## config.mk

```make
export PLATFORM = sky130hd
export DESIGN_NAME = four_step_sequencer_config
export DESIGN_NICKNAME = d
export VERILOG_FILES = /design/src/seq_cfg_pkg.sv /design/src/four_step_sequencer_config.sv
export SDC_FILE = /design/constraint.sdc
export NUM_CORES = 1
export LEC_CHECK = 0
export BUFFER_PORTS_ARGS = -buffer_cell sky130_fd_sc_hd__buf_2
export CORE_ASPECT_RATIO = 1.25
export CORE_MARGIN = 3
export CORE_UTILIZATION = 38
export CTS_CLUSTER_SIZE = 8
export DETAILED_ROUTE_END_ITERATION = 12
export SETUP_SLACK_MARGIN = 0.3
export SLEW_MARGIN = 20
export SYNTH_ARGS = -nofsm -noshare
export SYNTH_HDL_FRONTEND = slang
export SYNTH_SLANG_ARGS = --single-unit
```

## constraint.sdc

```tcl
create_clock -name core_clk -period 2 [get_ports core_clk]
set_input_delay 0.4 -clock core_clk [delete_from_list [all_inputs] [get_ports core_clk]]
set_output_delay 0.4 -clock core_clk [all_outputs]
set_load 0.1 [all_outputs]
```

## src/seq_cfg_pkg.sv

```systemverilog
// package for the four-step sequencer configuration block
// assumes an apb slave with 32-bit data and byte addresses
package seq_cfg_pkg;
    localparam logic [11:0] OFS_SEQ1_INPUT_SELECT = 12'h060;
    localparam logic [11:0] OFS_SEQ1_SAMPLE_CONTROL = 12'h064;
    localparam logic [11:0] OFS_SEQ2_INPUT_SELECT = 12'h080;
    localparam logic [11:0] OFS_SEQ2_SAMPLE_CONTROL = 12'h084;
    localparam logic [11:0] OFS_SEQ_RUN = 12'h0C0;
    localparam logic [11:0] OFS_SEQ_STATUS = 12'h0C4;
    localparam logic [31:0] INPUT_SELECT_MASK = 32'h0000_3333;
    localparam logic [31:0] SAMPLE_CONTROL_MASK = 32'h0000_FFFF;
    localparam logic [31:0] RESET_VALUE = 32'h0000_0000;
    localparam int SLOT_COUNT = 4;
    localparam int INPUT_FIELD_STRIDE = 4;
    localparam int FLAG_FIELD_STRIDE = 4;
    localparam int FLAG_DIFF = 0;
    localparam int FLAG_LAST = 1;
    localparam int FLAG_IRQ = 2;
    localparam int FLAG_TEMP = 3;
    localparam int RUN_SEQ1_BIT = 0;
    localparam int RUN_SEQ2_BIT = 1;

    typedef struct packed {
        logic [1:0] inputSel;
        logic tempSel;
        logic irqEnable;
        logic lastFlag;
        logic differential;
    } slot_cfg_t;

    typedef struct packed {
        logic valid;
        logic [0:0] seqId;
        logic [1:0] slot;
        logic [1:0] inputSel;
        logic tempSel;
        logic differential;
    } sample_req_t;

    typedef enum logic [2:0] {
        ST_IDLE = 3'b001,
        ST_STEP = 3'b010,
        ST_DONE = 3'b100
    } seq_state_t;
endpackage

```

## src/four_step_sequencer_config.sv

```systemverilog
// four-step sequencer configuration registers and the stepping engine
// assumes an apb master on core_clk; a converter accepts one sample per sampleAck
// Operation
// RQ1 - each sequencer has an input-select register with four slot choices
// RQ2 - fourth slot input at 13:12, third at 9:8, writable, reset zero
// RQ3 - second slot input at 5:4, first at 1:0, writable, reset zero
// RQ4 - input-select bits 31:14, 11:10, 7:6, 3:2 read zero, writes ignored
// RQ5 - each sequencer has a control register of four flag nibbles, upper reserved
// RQ6 - fourth slot flags at 15:12, third at 11:8: temp, irq, last, diff
// RQ7 - second slot flags: temp 7, irq 6, last 5, diff 4; reset zero
// RQ8 - first slot flags: temp 3, irq 2, last 1, diff 0; reset zero
// RQ9 - software marks at least one slot as end of sequence
// RQ10 - engine steps slots in order, uses temp sensor, stops at last, pulses irq
//
// Register access over APB was decided locally.
`timescale 1ns/10ps
module four_step_sequencer_config (
    input wire logic core_clk,
    input wire logic nrst,
    input wire logic psel,
    input wire logic penable,
    input wire logic pwrite,
    input wire logic [11:0] paddr,
    input wire logic [31:0] pwdata,
    output logic [31:0] prdata,
    output logic pready,
    output logic pslverr,
    input wire logic sampleAck,
    output seq_cfg_pkg::sample_req_t sampleReq,
    output logic sampleIrq,
    output logic seqDone
);

    ////////////////////////////////////////////////////////////////////////
    // register storage

    logic [31:0] inSel1_reg, inSel1_next;
    logic [31:0] ctl1_reg, ctl1_next;
    logic [31:0] inSel2_reg, inSel2_next;
    logic [31:0] ctl2_reg, ctl2_next;
    logic [31:0] prdata_reg, prdata_next;
    logic pslverr_reg, pslverr_next;
    logic pready_reg, pready_next;

    seq_cfg_pkg::seq_state_t state_reg, state_next;
    logic [0:0] seqId_reg, seqId_next;
    logic [1:0] slot_reg, slot_next;
    logic pending1_reg, pending1_next;
    logic pending2_reg, pending2_next;
    seq_cfg_pkg::sample_req_t req_reg, req_next;
    logic irq_reg, irq_next;
    logic done_reg, done_next;

    logic apbAccess;
    logic apbWrite;
    seq_cfg_pkg::slot_cfg_t curSlot;

    // picks one slot's settings out of a sequencer's register pair
    function automatic seq_cfg_pkg::slot_cfg_t slotDecode(
        input logic [31:0] muxWord,
        input logic [31:0] ctlWord,
        input logic [1:0] slot
    );
        seq_cfg_pkg::slot_cfg_t cfg;
        logic [31:0] muxShift;
        logic [31:0] ctlShift;
        muxShift = muxWord >> (32'(slot) * seq_cfg_pkg::INPUT_FIELD_STRIDE);
        ctlShift = ctlWord >> (32'(slot) * seq_cfg_pkg::FLAG_FIELD_STRIDE);
        cfg.inputSel = muxShift[1:0];
        cfg.tempSel = ctlShift[seq_cfg_pkg::FLAG_TEMP];
        cfg.irqEnable = ctlShift[seq_cfg_pkg::FLAG_IRQ];
        cfg.lastFlag = ctlShift[seq_cfg_pkg::FLAG_LAST];
        cfg.differential = ctlShift[seq_cfg_pkg::FLAG_DIFF];
        return cfg;
    endfunction

    assign apbAccess = psel && penable && pready_reg;
    assign apbWrite = apbAccess && pwrite;
    assign curSlot = (seqId_reg == 1'b0) ? slotDecode(inSel1_reg, ctl1_reg, slot_reg)
                                         : slotDecode(inSel2_reg, ctl2_reg, slot_reg);

    ////////////////////////////////////////////////////////////////////////
    // apb slave: one wait state, pready high in the second access cycle

    always_comb begin
        inSel1_next = inSel1_reg;
        ctl1_next = ctl1_reg;
        inSel2_next = inSel2_reg;
        ctl2_next = ctl2_reg;
        prdata_next = prdata_reg;
        pslverr_next = 1'b0;
        pready_next = psel && penable && !pready_reg;
        if (psel && penable && !pready_reg) begin
            prdata_next = 32'h0000_0000;
            unique case (paddr)
                seq_cfg_pkg::OFS_SEQ1_INPUT_SELECT: begin
                    prdata_next = inSel1_reg; // see RQ1
                end
                seq_cfg_pkg::OFS_SEQ1_SAMPLE_CONTROL: begin
                    prdata_next = ctl1_reg; // see RQ5
                end
                seq_cfg_pkg::OFS_SEQ2_INPUT_SELECT: begin
                    prdata_next = inSel2_reg; // see RQ1
                end
                seq_cfg_pkg::OFS_SEQ2_SAMPLE_CONTROL: begin
                    prdata_next = ctl2_reg; // see RQ5
                end
                seq_cfg_pkg::OFS_SEQ_RUN: begin
                    prdata_next = {30'h0000_0000, pending2_reg, pending1_reg};
                end
                seq_cfg_pkg::OFS_SEQ_STATUS: begin
                    prdata_next = {27'h000_0000, seqId_reg, slot_reg,
                                   state_reg == seq_cfg_pkg::ST_STEP, done_reg};
                end
                default: begin
                    pslverr_next = 1'b1;
                end
            endcase
        end
        if (apbWrite) begin
            unique case (paddr)
                seq_cfg_pkg::OFS_SEQ1_INPUT_SELECT: begin
                    inSel1_next = pwdata & seq_cfg_pkg::INPUT_SELECT_MASK; // see RQ2 RQ3 RQ4
                end
                seq_cfg_pkg::OFS_SEQ1_SAMPLE_CONTROL: begin
                    ctl1_next = pwdata & seq_cfg_pkg::SAMPLE_CONTROL_MASK; // see RQ6 RQ7 RQ8
                end
                seq_cfg_pkg::OFS_SEQ2_INPUT_SELECT: begin
                    inSel2_next = pwdata & seq_cfg_pkg::INPUT_SELECT_MASK; // see RQ2 RQ3 RQ4
                end
                seq_cfg_pkg::OFS_SEQ2_SAMPLE_CONTROL: begin
                    ctl2_next = pwdata & seq_cfg_pkg::SAMPLE_CONTROL_MASK; // see RQ6 RQ7 RQ8
                end
                default: begin
                end
            endcase
        end
    end

    always_ff @(posedge core_clk or negedge nrst) begin
        if (!nrst) begin
            inSel1_reg <= seq_cfg_pkg::RESET_VALUE;
            ctl1_reg <= seq_cfg_pkg::RESET_VALUE;
            inSel2_reg <= seq_cfg_pkg::RESET_VALUE;
            ctl2_reg <= seq_cfg_pkg::RESET_VALUE;
            prdata_reg <= 32'h0000_0000;
            pslverr_reg <= 1'b0;
            pready_reg <= 1'b0;
        end else begin
            inSel1_reg <= inSel1_next;
            ctl1_reg <= ctl1_next;
            inSel2_reg <= inSel2_next;
            ctl2_reg <= ctl2_next;
            prdata_reg <= prdata_next;
            pslverr_reg <= pslverr_next;
            pready_reg <= pready_next;
        end
    end

    ////////////////////////////////////////////////////////////////////////
    // sequencer engine: sequencer 1 is served before sequencer 2 when both are pending in idle

    always_comb begin
        state_next = state_reg;
        seqId_next = seqId_reg;
        slot_next = slot_reg;
        pending1_next = pending1_reg;
        pending2_next = pending2_reg;
        req_next = req_reg;
        irq_next = 1'b0;
        done_next = 1'b0;
        unique case (state_reg)
            seq_cfg_pkg::ST_IDLE: begin
                if (pending1_reg || pending2_reg) begin
                    seqId_next = pending1_reg ? 1'b0 : 1'b1;
                    slot_next = 2'h0; // see RQ10
                    state_next = seq_cfg_pkg::ST_STEP;
                end
            end
            seq_cfg_pkg::ST_STEP: begin
                if (!req_reg.valid) begin
                    req_next.valid = 1'b1;
                    req_next.seqId = seqId_reg;
                    req_next.slot = slot_reg;
                    req_next.inputSel = curSlot.inputSel; // see RQ10
                    req_next.tempSel = curSlot.tempSel; // see RQ10
                    req_next.differential = curSlot.differential;
                end else if (sampleAck) begin
                    req_next.valid = 1'b0;
                    irq_next = curSlot.irqEnable; // see RQ10
                    if (curSlot.lastFlag || slot_reg == 2'h3) begin // see RQ9 RQ10
                        state_next = seq_cfg_pkg::ST_DONE;
                    end else begin
                        slot_next = slot_reg + 2'h1;
                    end
                end
            end
            seq_cfg_pkg::ST_DONE: begin
                done_next = 1'b1;
                if (seqId_reg == 1'b0) begin
                    pending1_next = 1'b0;
                end else begin
                    pending2_next = 1'b0;
                end
                state_next = seq_cfg_pkg::ST_IDLE;
            end
        endcase
        // a start write wins over the completion clear
        if (apbWrite && paddr == seq_cfg_pkg::OFS_SEQ_RUN) begin
            if (pwdata[seq_cfg_pkg::RUN_SEQ1_BIT]) begin
                pending1_next = 1'b1;
            end
            if (pwdata[seq_cfg_pkg::RUN_SEQ2_BIT]) begin
                pending2_next = 1'b1;
            end
        end
    end

    always_ff @(posedge core_clk or negedge nrst) begin
        if (!nrst) begin
            state_reg <= seq_cfg_pkg::ST_IDLE;
            seqId_reg <= 1'b0;
            slot_reg <= 2'h0;
            pending1_reg <= 1'b0;
            pending2_reg <= 1'b0;
            req_reg <= '0;
            irq_reg <= 1'b0;
            done_reg <= 1'b0;
        end else begin
            state_reg <= state_next;
            seqId_reg <= seqId_next;
            slot_reg <= slot_next;
            pending1_reg <= pending1_next;
            pending2_reg <= pending2_next;
            req_reg <= req_next;
            irq_reg <= irq_next;
            done_reg <= done_next;
        end
    end

    assign prdata = prdata_reg;
    assign pready = pready_reg;
    assign pslverr = pslverr_reg;
    assign sampleReq = req_reg;
    assign sampleIrq = irq_reg;
    assign seqDone = done_reg;

endmodule // four_step_sequencer_config

```

==> results.md, run 1 <==
* Synth Area in Compound Gates at 8.56%
* ANT cells at 0
* Clk_lat worst skew at 0.34 ns
* FF+latch count, synth at 84
* Crit path largest cell delay at 0.54 ns
* Global placer's final weighted congestion at 0.854
* H-tree levels at 3
* Vias in the first global route at 2878
* Type of origin of the critical path: flop
* CTS tree: built
* Proportion of layout cells with a drive suffix above 1 at 38.5%
* Core footprint at 10700 um^2
* Number of flops mapped to enable cells by yosys at 0
* Clock buffer count from CTS at 9
* Initial drt markers at 104
* Commonest non-fill, non-tap cell in the layout: dfrtp_1
* Pre-CTS setup slack at 0.0467 ns
* Post-synthesis mux area share at 25.4%
* Final period utilization at 83.3%
* Fill cells at 973
* 1st-pass router iterations at 4
* Final ANT Viol Nets at 0
* Normalized max-slew margin at 64.3%
* YS warnings at 0
* Outcome: completed
* Pwr/cell area at 1040 nW/um^2
* RSZ-0062 raised after global routing: yes
* Post CTS Setup Buffer Count at 0
* Crit path max-delay family: multiplexers
* Total Wirelength at 9680 um
* Critical-path top delay cell: mux4_2
* Die area at 12300 um^2
* Final #Nets at 459
* Crit Path Class: reg2reg
* Slew Viols, Final at 0
* Synthesized-area fraction occupied by xor and xnor cells at 0%
* Main combinational cell family by area after synthesis: multiplexers
* Max-Cap Viols at 0
* Final setup vio count at 0
* Largest cells by area after synthesis: dfrtp_1 50%, mux2_2 7.6%, mux2_1 5.4%
* GR Overflow Total at 0
* Avg Cell Area, Syn at 12.8 um^2
* Crit end category: flop
* Fraction of registers with async set/reset at 100%
* Worst setup margin at 0.334 ns
* Setup TNS at 0 ns
* I/O pin cnt at 94
* Residual DRC at 0
* Final HPWL DP at 7210 um
* Area share of and/or/nand/nor cells after synthesis at 9.41%
* Yosys top cell area share at 49.9%
* First-pass GRT wire length at 15500 um
* Register area share after synthesis at 50.5%
* Crit-path max FO at 4
* Largest net degree at the start of global routing at 45
* Most frequent cells in the layout: 78 x dfrtp_1, 60 x buf_2, 28 x mux2_2, 23 x nand2_1, 22 x buf_4
* All-layer global routing usage at 16.9%
* Leakage power at 0.00254 uW
* Die X at 99.6 um
* Cells after synthesis at 326
* Average wire per cell in the routed design at 17.8 um
* Max Freq at 600 MHz
* Post-layout minimum cycle time at 1.67 ns
* Worst EP arrival at 1.89 ns
* Hold Fails Final Rpt at 0
* Row count at 42
* Worst Hold Class: in2reg
* Flop pwr share at 36.5%
* Clock skew at 0.00591 ns
* Net switching power at 1910 uW
* Overall via count from detail_route at 2854
* Initial core utilization at 39.0%
* Area grow syn2layout at 21.6%
* Crit-path cells: mux4_2 -> mux2i_4 -> nand3b_1 -> or2b_1 -> a31oi_2
* Cell variety after synth at 43
* Vias/cell at 5.24
* Clk buf depth at 2
* Most used DFF post-synth: dfrtp_1
* Logic pwr share at 29.0%
* Adder-cell area share of the yosys netlist at 0.300%
* Number of port buffers at 61
* Clk sinks at 84
* Worst Tran Pin Value at 0.534 ns
* Internal Power at 3370 uW
* WP data required at 2.22 ns
* Clock power frac at 34.5%
* Worst-path clk slew at 0.07 ns
* Synthesized cell area at 4160 um^2
* Switching fraction of total power at 36.1%
* Cell taking the most area after synthesis: dfrtp_1
* VDD IR max at 0.467 mV
* Buf+Inv Stages, Crit Path at 0
* DIE HEIGHT at 123 um
* Root Buffer: clkbuf_16
* Initial antenna violation count at 0
-- logic make-up after synthesis --
logic type	Yosys count
flip-flops	84
other	1
buffers and inverters	37
AND/OR/NAND/NOR	65
AO/OA/AOI/OAI	57
adder cells (fa/ha/maj)	1
multiplexers	81
-- final timing paths --
| kind | from | to | slack, ns | cells past startpoint |
|---|---|---|---|---|
| max reg2reg | slot_reg[1]$_DFFE_PN0P_ | slot_reg[0]$_DFFE_PN0P_ | 0.33 | 5 |
| min in group asynchronous | nrst | prdata[8]$_DFFE_PN0P_ | 0.47 | 2 |
| max | slot_reg[1]$_DFFE_PN0P_ | slot_reg[0]$_DFFE_PN0P_ | 0.33 | 5 |
| min | pwdata[14] | ctl2_reg[14]$_DFFE_PN0P_ | 0.29 | 2 |
| max in group asynchronous | nrst | state_reg[0]$_DFFE_PN1P_ | 0.94 | 3 |
| min reg2reg | prdata[11]$_DFFE_PN0P_ | prdata[11]$_DFFE_PN0P_ | 0.47 | 2 |
-- routing by layer --
layer | part of all wire, % | GRT usage, % | vias to the layer above | routed length, um
met2 | 50 | 27.1 | 79 | 4830
met3 | 4.4 | 2.99 | 20 | 426
li1 | - | - | 1326 | -
met5 | 0 | 0 | - | 0
met1 | 43 | 21.8 | 1429 | 4120
met4 | 3.1 | 9.31 | 0 | 299
-- power by group through the flow --
| stage | registers [uW] | logic, uW | clock network (uW) |
|---|---|---|---|
| final | 1930 | 1530 | 1820 |
| after global routing | 1940 | 1630 | 1930 |
| after CTS | 1930 | 1530 | 1850 |
| after detailed placement | 1960 | 1520 | 0 |
| after global placement | 1950 | 1510 | 0 |
| after floorplan | 2470 | 674 | 0 |
-- timing repair --
action / CTS / global route
hold endpoints to repair: 19 / 0
hold buffers: 1 / 0
endpoints found under the setup margin: 8 / 5
pin swaps: 2 / 3
gates resized for setup: 5 / 4
-- cells in the mapped netlist, types with 8 or more instances --
library cell and instances:
o21ai_0 19, dfrtp_1 83, a21oi_1 12, mux2_1 20, nand2_1 23, buf_4 17
nor2_1 12, mux2i_1 20, a22oi_1 8, mux2_2 28, a22o_1 8
-- metrics by stage --
| stage | hold WS, ns | cells | area, um^2 | power, uW | utilization (%) |
|---|---|---|---|---|---|
| after floorplan | 0.104 | 341 | 4240 | 3140 | - |
| after global placement | 0.305 | 528 | 4700 | 3460 | 44.1 |
| after detailed placement | 0.308 | 528 | 4700 | 3470 | 44.1 |
| after CTS | 0.280 | 545 | 5050 | 5320 | 47.3 |
| after global routing | 0.282 | 545 | 5060 | 5500 | 47.5 |
| final | 0.290 | 545 | 5060 | 5280 | 47.5 |
-- final cells by class --
| class | instances | area (um^2) | area share [%] |
|---|---|---|---|
| clock buffers | 11 | 243 | 4.79 |
| well taps | 132 | 165 | 3.26 |
| inverters | 7 | 26.3 | 0.519 |
| repair buffers | 86 | 527 | 10.4 |
| clock inverters | 5 | 85.1 | 1.68 |
| flip-flops and latches | 84 | 2110 | 41.7 |
| multi-input cells | 220 | 1910 | 37.6 |
-- worst register-to-register path, cell delays in order, from the launching register on --
cell      delay (ns)
dfrtp_2         0.41
mux4_2          0.54
mux2i_4         0.18
nand3b_1        0.15
or2b_1          0.20
a31oi_2         0.07
Note: power is estimated with default switching activity, not from simulation.
==> inputs of run 2 (changes only) <==
==> constraint.sdc (replaced) <==
create_clock -name core_clk -period 1.75 [get_ports core_clk]
set_input_delay 0.35 -clock core_clk [delete_from_list [all_inputs] [get_ports core_clk]]
set_output_delay 0.35 -clock core_clk [all_outputs]
set_load 0.1 [all_outputs]
==> run 2 against run 1 <==
Compared with the run above:
- the run now ends with setup timing left
- global-route usage is 0.76 points higher
- design area is 13% higher
- fmax is 5.1% lower
- cell count is 5.1% higher
- critical path depth is 2 higher
- via count is 5.9% higher
- clock power is 2% lower
- core utilization is 5.9 points higher
- first-iteration DRC count is 24% higher
- routed wire length is 12% higher
- clock skew is 0.00082 ns higher
- non-clock buffer count is 27 higher
==> results.md, run 2 (synthesized netlist as in run 1, its figures left out) <==
* First-pass GRT wire length at 16500 um (+6.6%)
* Outcome: finished, violations left
* Final ANT Viol Nets at 0 (unchanged)
* Crit-path cells: buf_4 -> buf_6 -> buf_6 -> buf_6 -> mux4_2 -> mux2i_2 -> nor2_1
* All-layer global routing usage at 17.7% (+0.76 points)
* Initial core utilization at 39.0% (unchanged)
* ANT cells at 0 (unchanged)
* Row count at 42 (unchanged)
* Clk_lat worst skew at 0.34 ns (about the same)
* Total Wirelength at 10900 um (+12%)
* RSZ-0062 raised after global routing: yes
* Final period utilization at 100% (+17 points)
* Final setup vio count at 1 (+1)
* WP data required at 1.97 ns (-0.25 ns)
* Overall via count from detail_route at 3022 (+5.9%)
* Initial drt markers at 129 (+24%)
* Clock buffer count from CTS at 9 (unchanged)
* GR Overflow Total at 0 (unchanged)
* Final HPWL DP at 7240 um (+0.39%)
* Type of origin of the critical path: flop
* Finished Core Util at 53.4% (+5.9 points)
* VDD IR max at 0.493 mV (+5.6%)
* Vias in the first global route at 3081 (+7.1%)
* Worst Tran Pin Value at 0.544 ns (+0.00917 ns)
* Vias/cell at 5.27 (+0.71%)
* Slew Viols, Final at 0 (unchanged)
* Reg2Reg Setup Slack at -0.005 ns (-0.34 ns)
* Fin area at 5700 um^2 (+13%)
* Pwr/cell area at 1070 nW/um^2 (+2.7%)
* DIE HEIGHT at 123 um (unchanged)
* Clk sinks at 84 (unchanged)
* Worst setup margin at -0.00523 ns (-0.339 ns)
* Critical-path top delay cell: dfrtp_2
* Die X at 99.6 um (unchanged)
* Dpl cells at 538 (+1.9%)
* Largest net degree at the start of global routing at 40 (-11%)
* Crit-path max FO at 4 (unchanged)
* Residual DRC at 0 (unchanged)
* Commonest non-fill, non-tap cell in the layout: dfrtp_1
* Area grow syn2layout at 36.9%
* Crit Path Class: reg2reg
* Core footprint at 10700 um^2 (unchanged)
* Final Non-Filler Cells at 573 (+5.1%)
* Initial antenna violation count at 0 (unchanged)
* Worst EP arrival at 1.97 ns (+0.08 ns)
* Clock skew at 0.00673 ns (+0.000824 ns)
* Leakage power at 0.00272 uW (+7.1%)
* Die area at 12300 um^2 (unchanged)
* 1st-pass router iterations at 4 (unchanged)
* H-tree levels at 3 (unchanged)
* Failing checks: setup timing
* Crit path largest cell delay at 0.45 ns (-0.09 ns)
* Max-Cap Viols at 0 (unchanged)
* Worst Hold Class: in2reg
* Cell Area, Placed at 4800 um^2 (+2.2%)
* Total power after layout at 6100 uW (+16%)
* Average wire per cell in the routed design at 19.0 um (+6.7%)
* Most Frequent Cell on Critical Path: buf_6
* I/O pin cnt at 94 (unchanged)
* Clk buf depth at 2 (unchanged)
* Final #Nets at 487 (+6.1%)
* Max Freq at 570 MHz (-5.1%)
* Root Buffer: clkbuf_16
* Crit end category: flop
* CTS tree: built
* Number of port buffers at 61 (unchanged)
* Global placer's final weighted congestion at 0.916 (+7.3%)
* Hold Fails Final Rpt at 0 (unchanged)
* Worst-path clk slew at 0.06 ns (about the same)
* Most frequent cells in the layout: 78 x dfrtp_1, 61 x buf_4, 48 x mux2_4, 30 x buf_2, 21 x nand2_1
* Normalized max-slew margin at 63.6% (-0.69 points)
* Post-layout minimum cycle time at 1.76 ns (+0.0892 ns)
* Proportion of layout cells with a drive suffix above 1 at 51.5% (+13 points)
* Pre-CTS setup slack at -0.162 ns (-0.209 ns)
[run 2: path summary, 6_finish.rpt]
| kind | startpoint | end | cells after the start |
|---|---|---|---|
| worst max-delay path | seqId_reg$_DFFE_PN0P_ | sampleIrq$_DFF_PN0_ | 7 |
| worst min-delay path | pwdata[10] | ctl2_reg[10]$_DFFE_PN0P_ | 2 |
| worst max register to register | seqId_reg$_DFFE_PN0P_ | sampleIrq$_DFF_PN0_ | 7 |
| worst min register to register | prdata[10]$_DFFE_PN0P_ | prdata[10]$_DFFE_PN0P_ | 2 |
| max in group asynchronous | nrst | ctl1_reg[10]$_DFFE_PN0P_ | 3 |
| min in group asynchronous | nrst | sampleReq[1]$_DFFE_PN0P_ | 2 |
[run 2: metal layers]
layer  GRT usage [%]  part of all wire, %  wire, um  up-vias
li1                -                    -         -     1381
met1            23.5                   43      4640     1513
met2            28.7                   49      5360      107
met3            2.14                  5.3       581       21
met4            8.80                  2.6       283        0
met5               0                    0         0        -
[run 2: timing repair]
item,in CTS,in global routing
setup endpoints to repair,92,76
buffers inserted,10,4
gates resized for setup,64,66
hold endpoints to repair,28,0
gates cloned,3,1
pin swaps,6,10
hold buffers,1,0
[run 2: report_power, final]
| group | internal [uW] | switching [uW] | leakage, uW | total [uW] |
|---|---|---|---|---|
| registers | 2090 | 136 | 0.00113 | 2230 |
| clock network | 1030 | 746 | 0.000142 | 1780 |
| logic | 719 | 1370 | 0.00145 | 2090 |
[run 2: cell type report]
| cell class | instances | area, um^2 |
|---|---|---|
| clock buffer | 12 | 256 |
| fill | 906 | 4970 |
| inverter | 7 | 26.3 |
| sequential | 84 | 2120 |
| tap | 132 | 165 |
| clock inverter | 4 | 23.8 |
| multi-input combinational | 221 | 2190 |
| timing repair buffer | 113 | 916 |
[run 2: metrics by stage]
| step | TNS, ns | hold WS (ns) |
|---|---|---|
| 2_1_floorplan | -1.69 | 0.0544 |
| 3_3_place_gp | -4.85 | 0.311 |
| 3_5_place_dp | -6.53 | 0.319 |
| 4_1_cts | 0 | 0.239 |
| 5_1_grt | -0.101 | 0.255 |
| 6_report | -0.00523 | 0.260 |
[run 2: critical path, delay by kind of cell (launching register included)]
kind                   cells  cell delay (ns)
buffers and inverters      4             0.48
AND/OR/NAND/NOR            1             0.06
multiplexers               2             0.64
flip-flops                 1             0.45
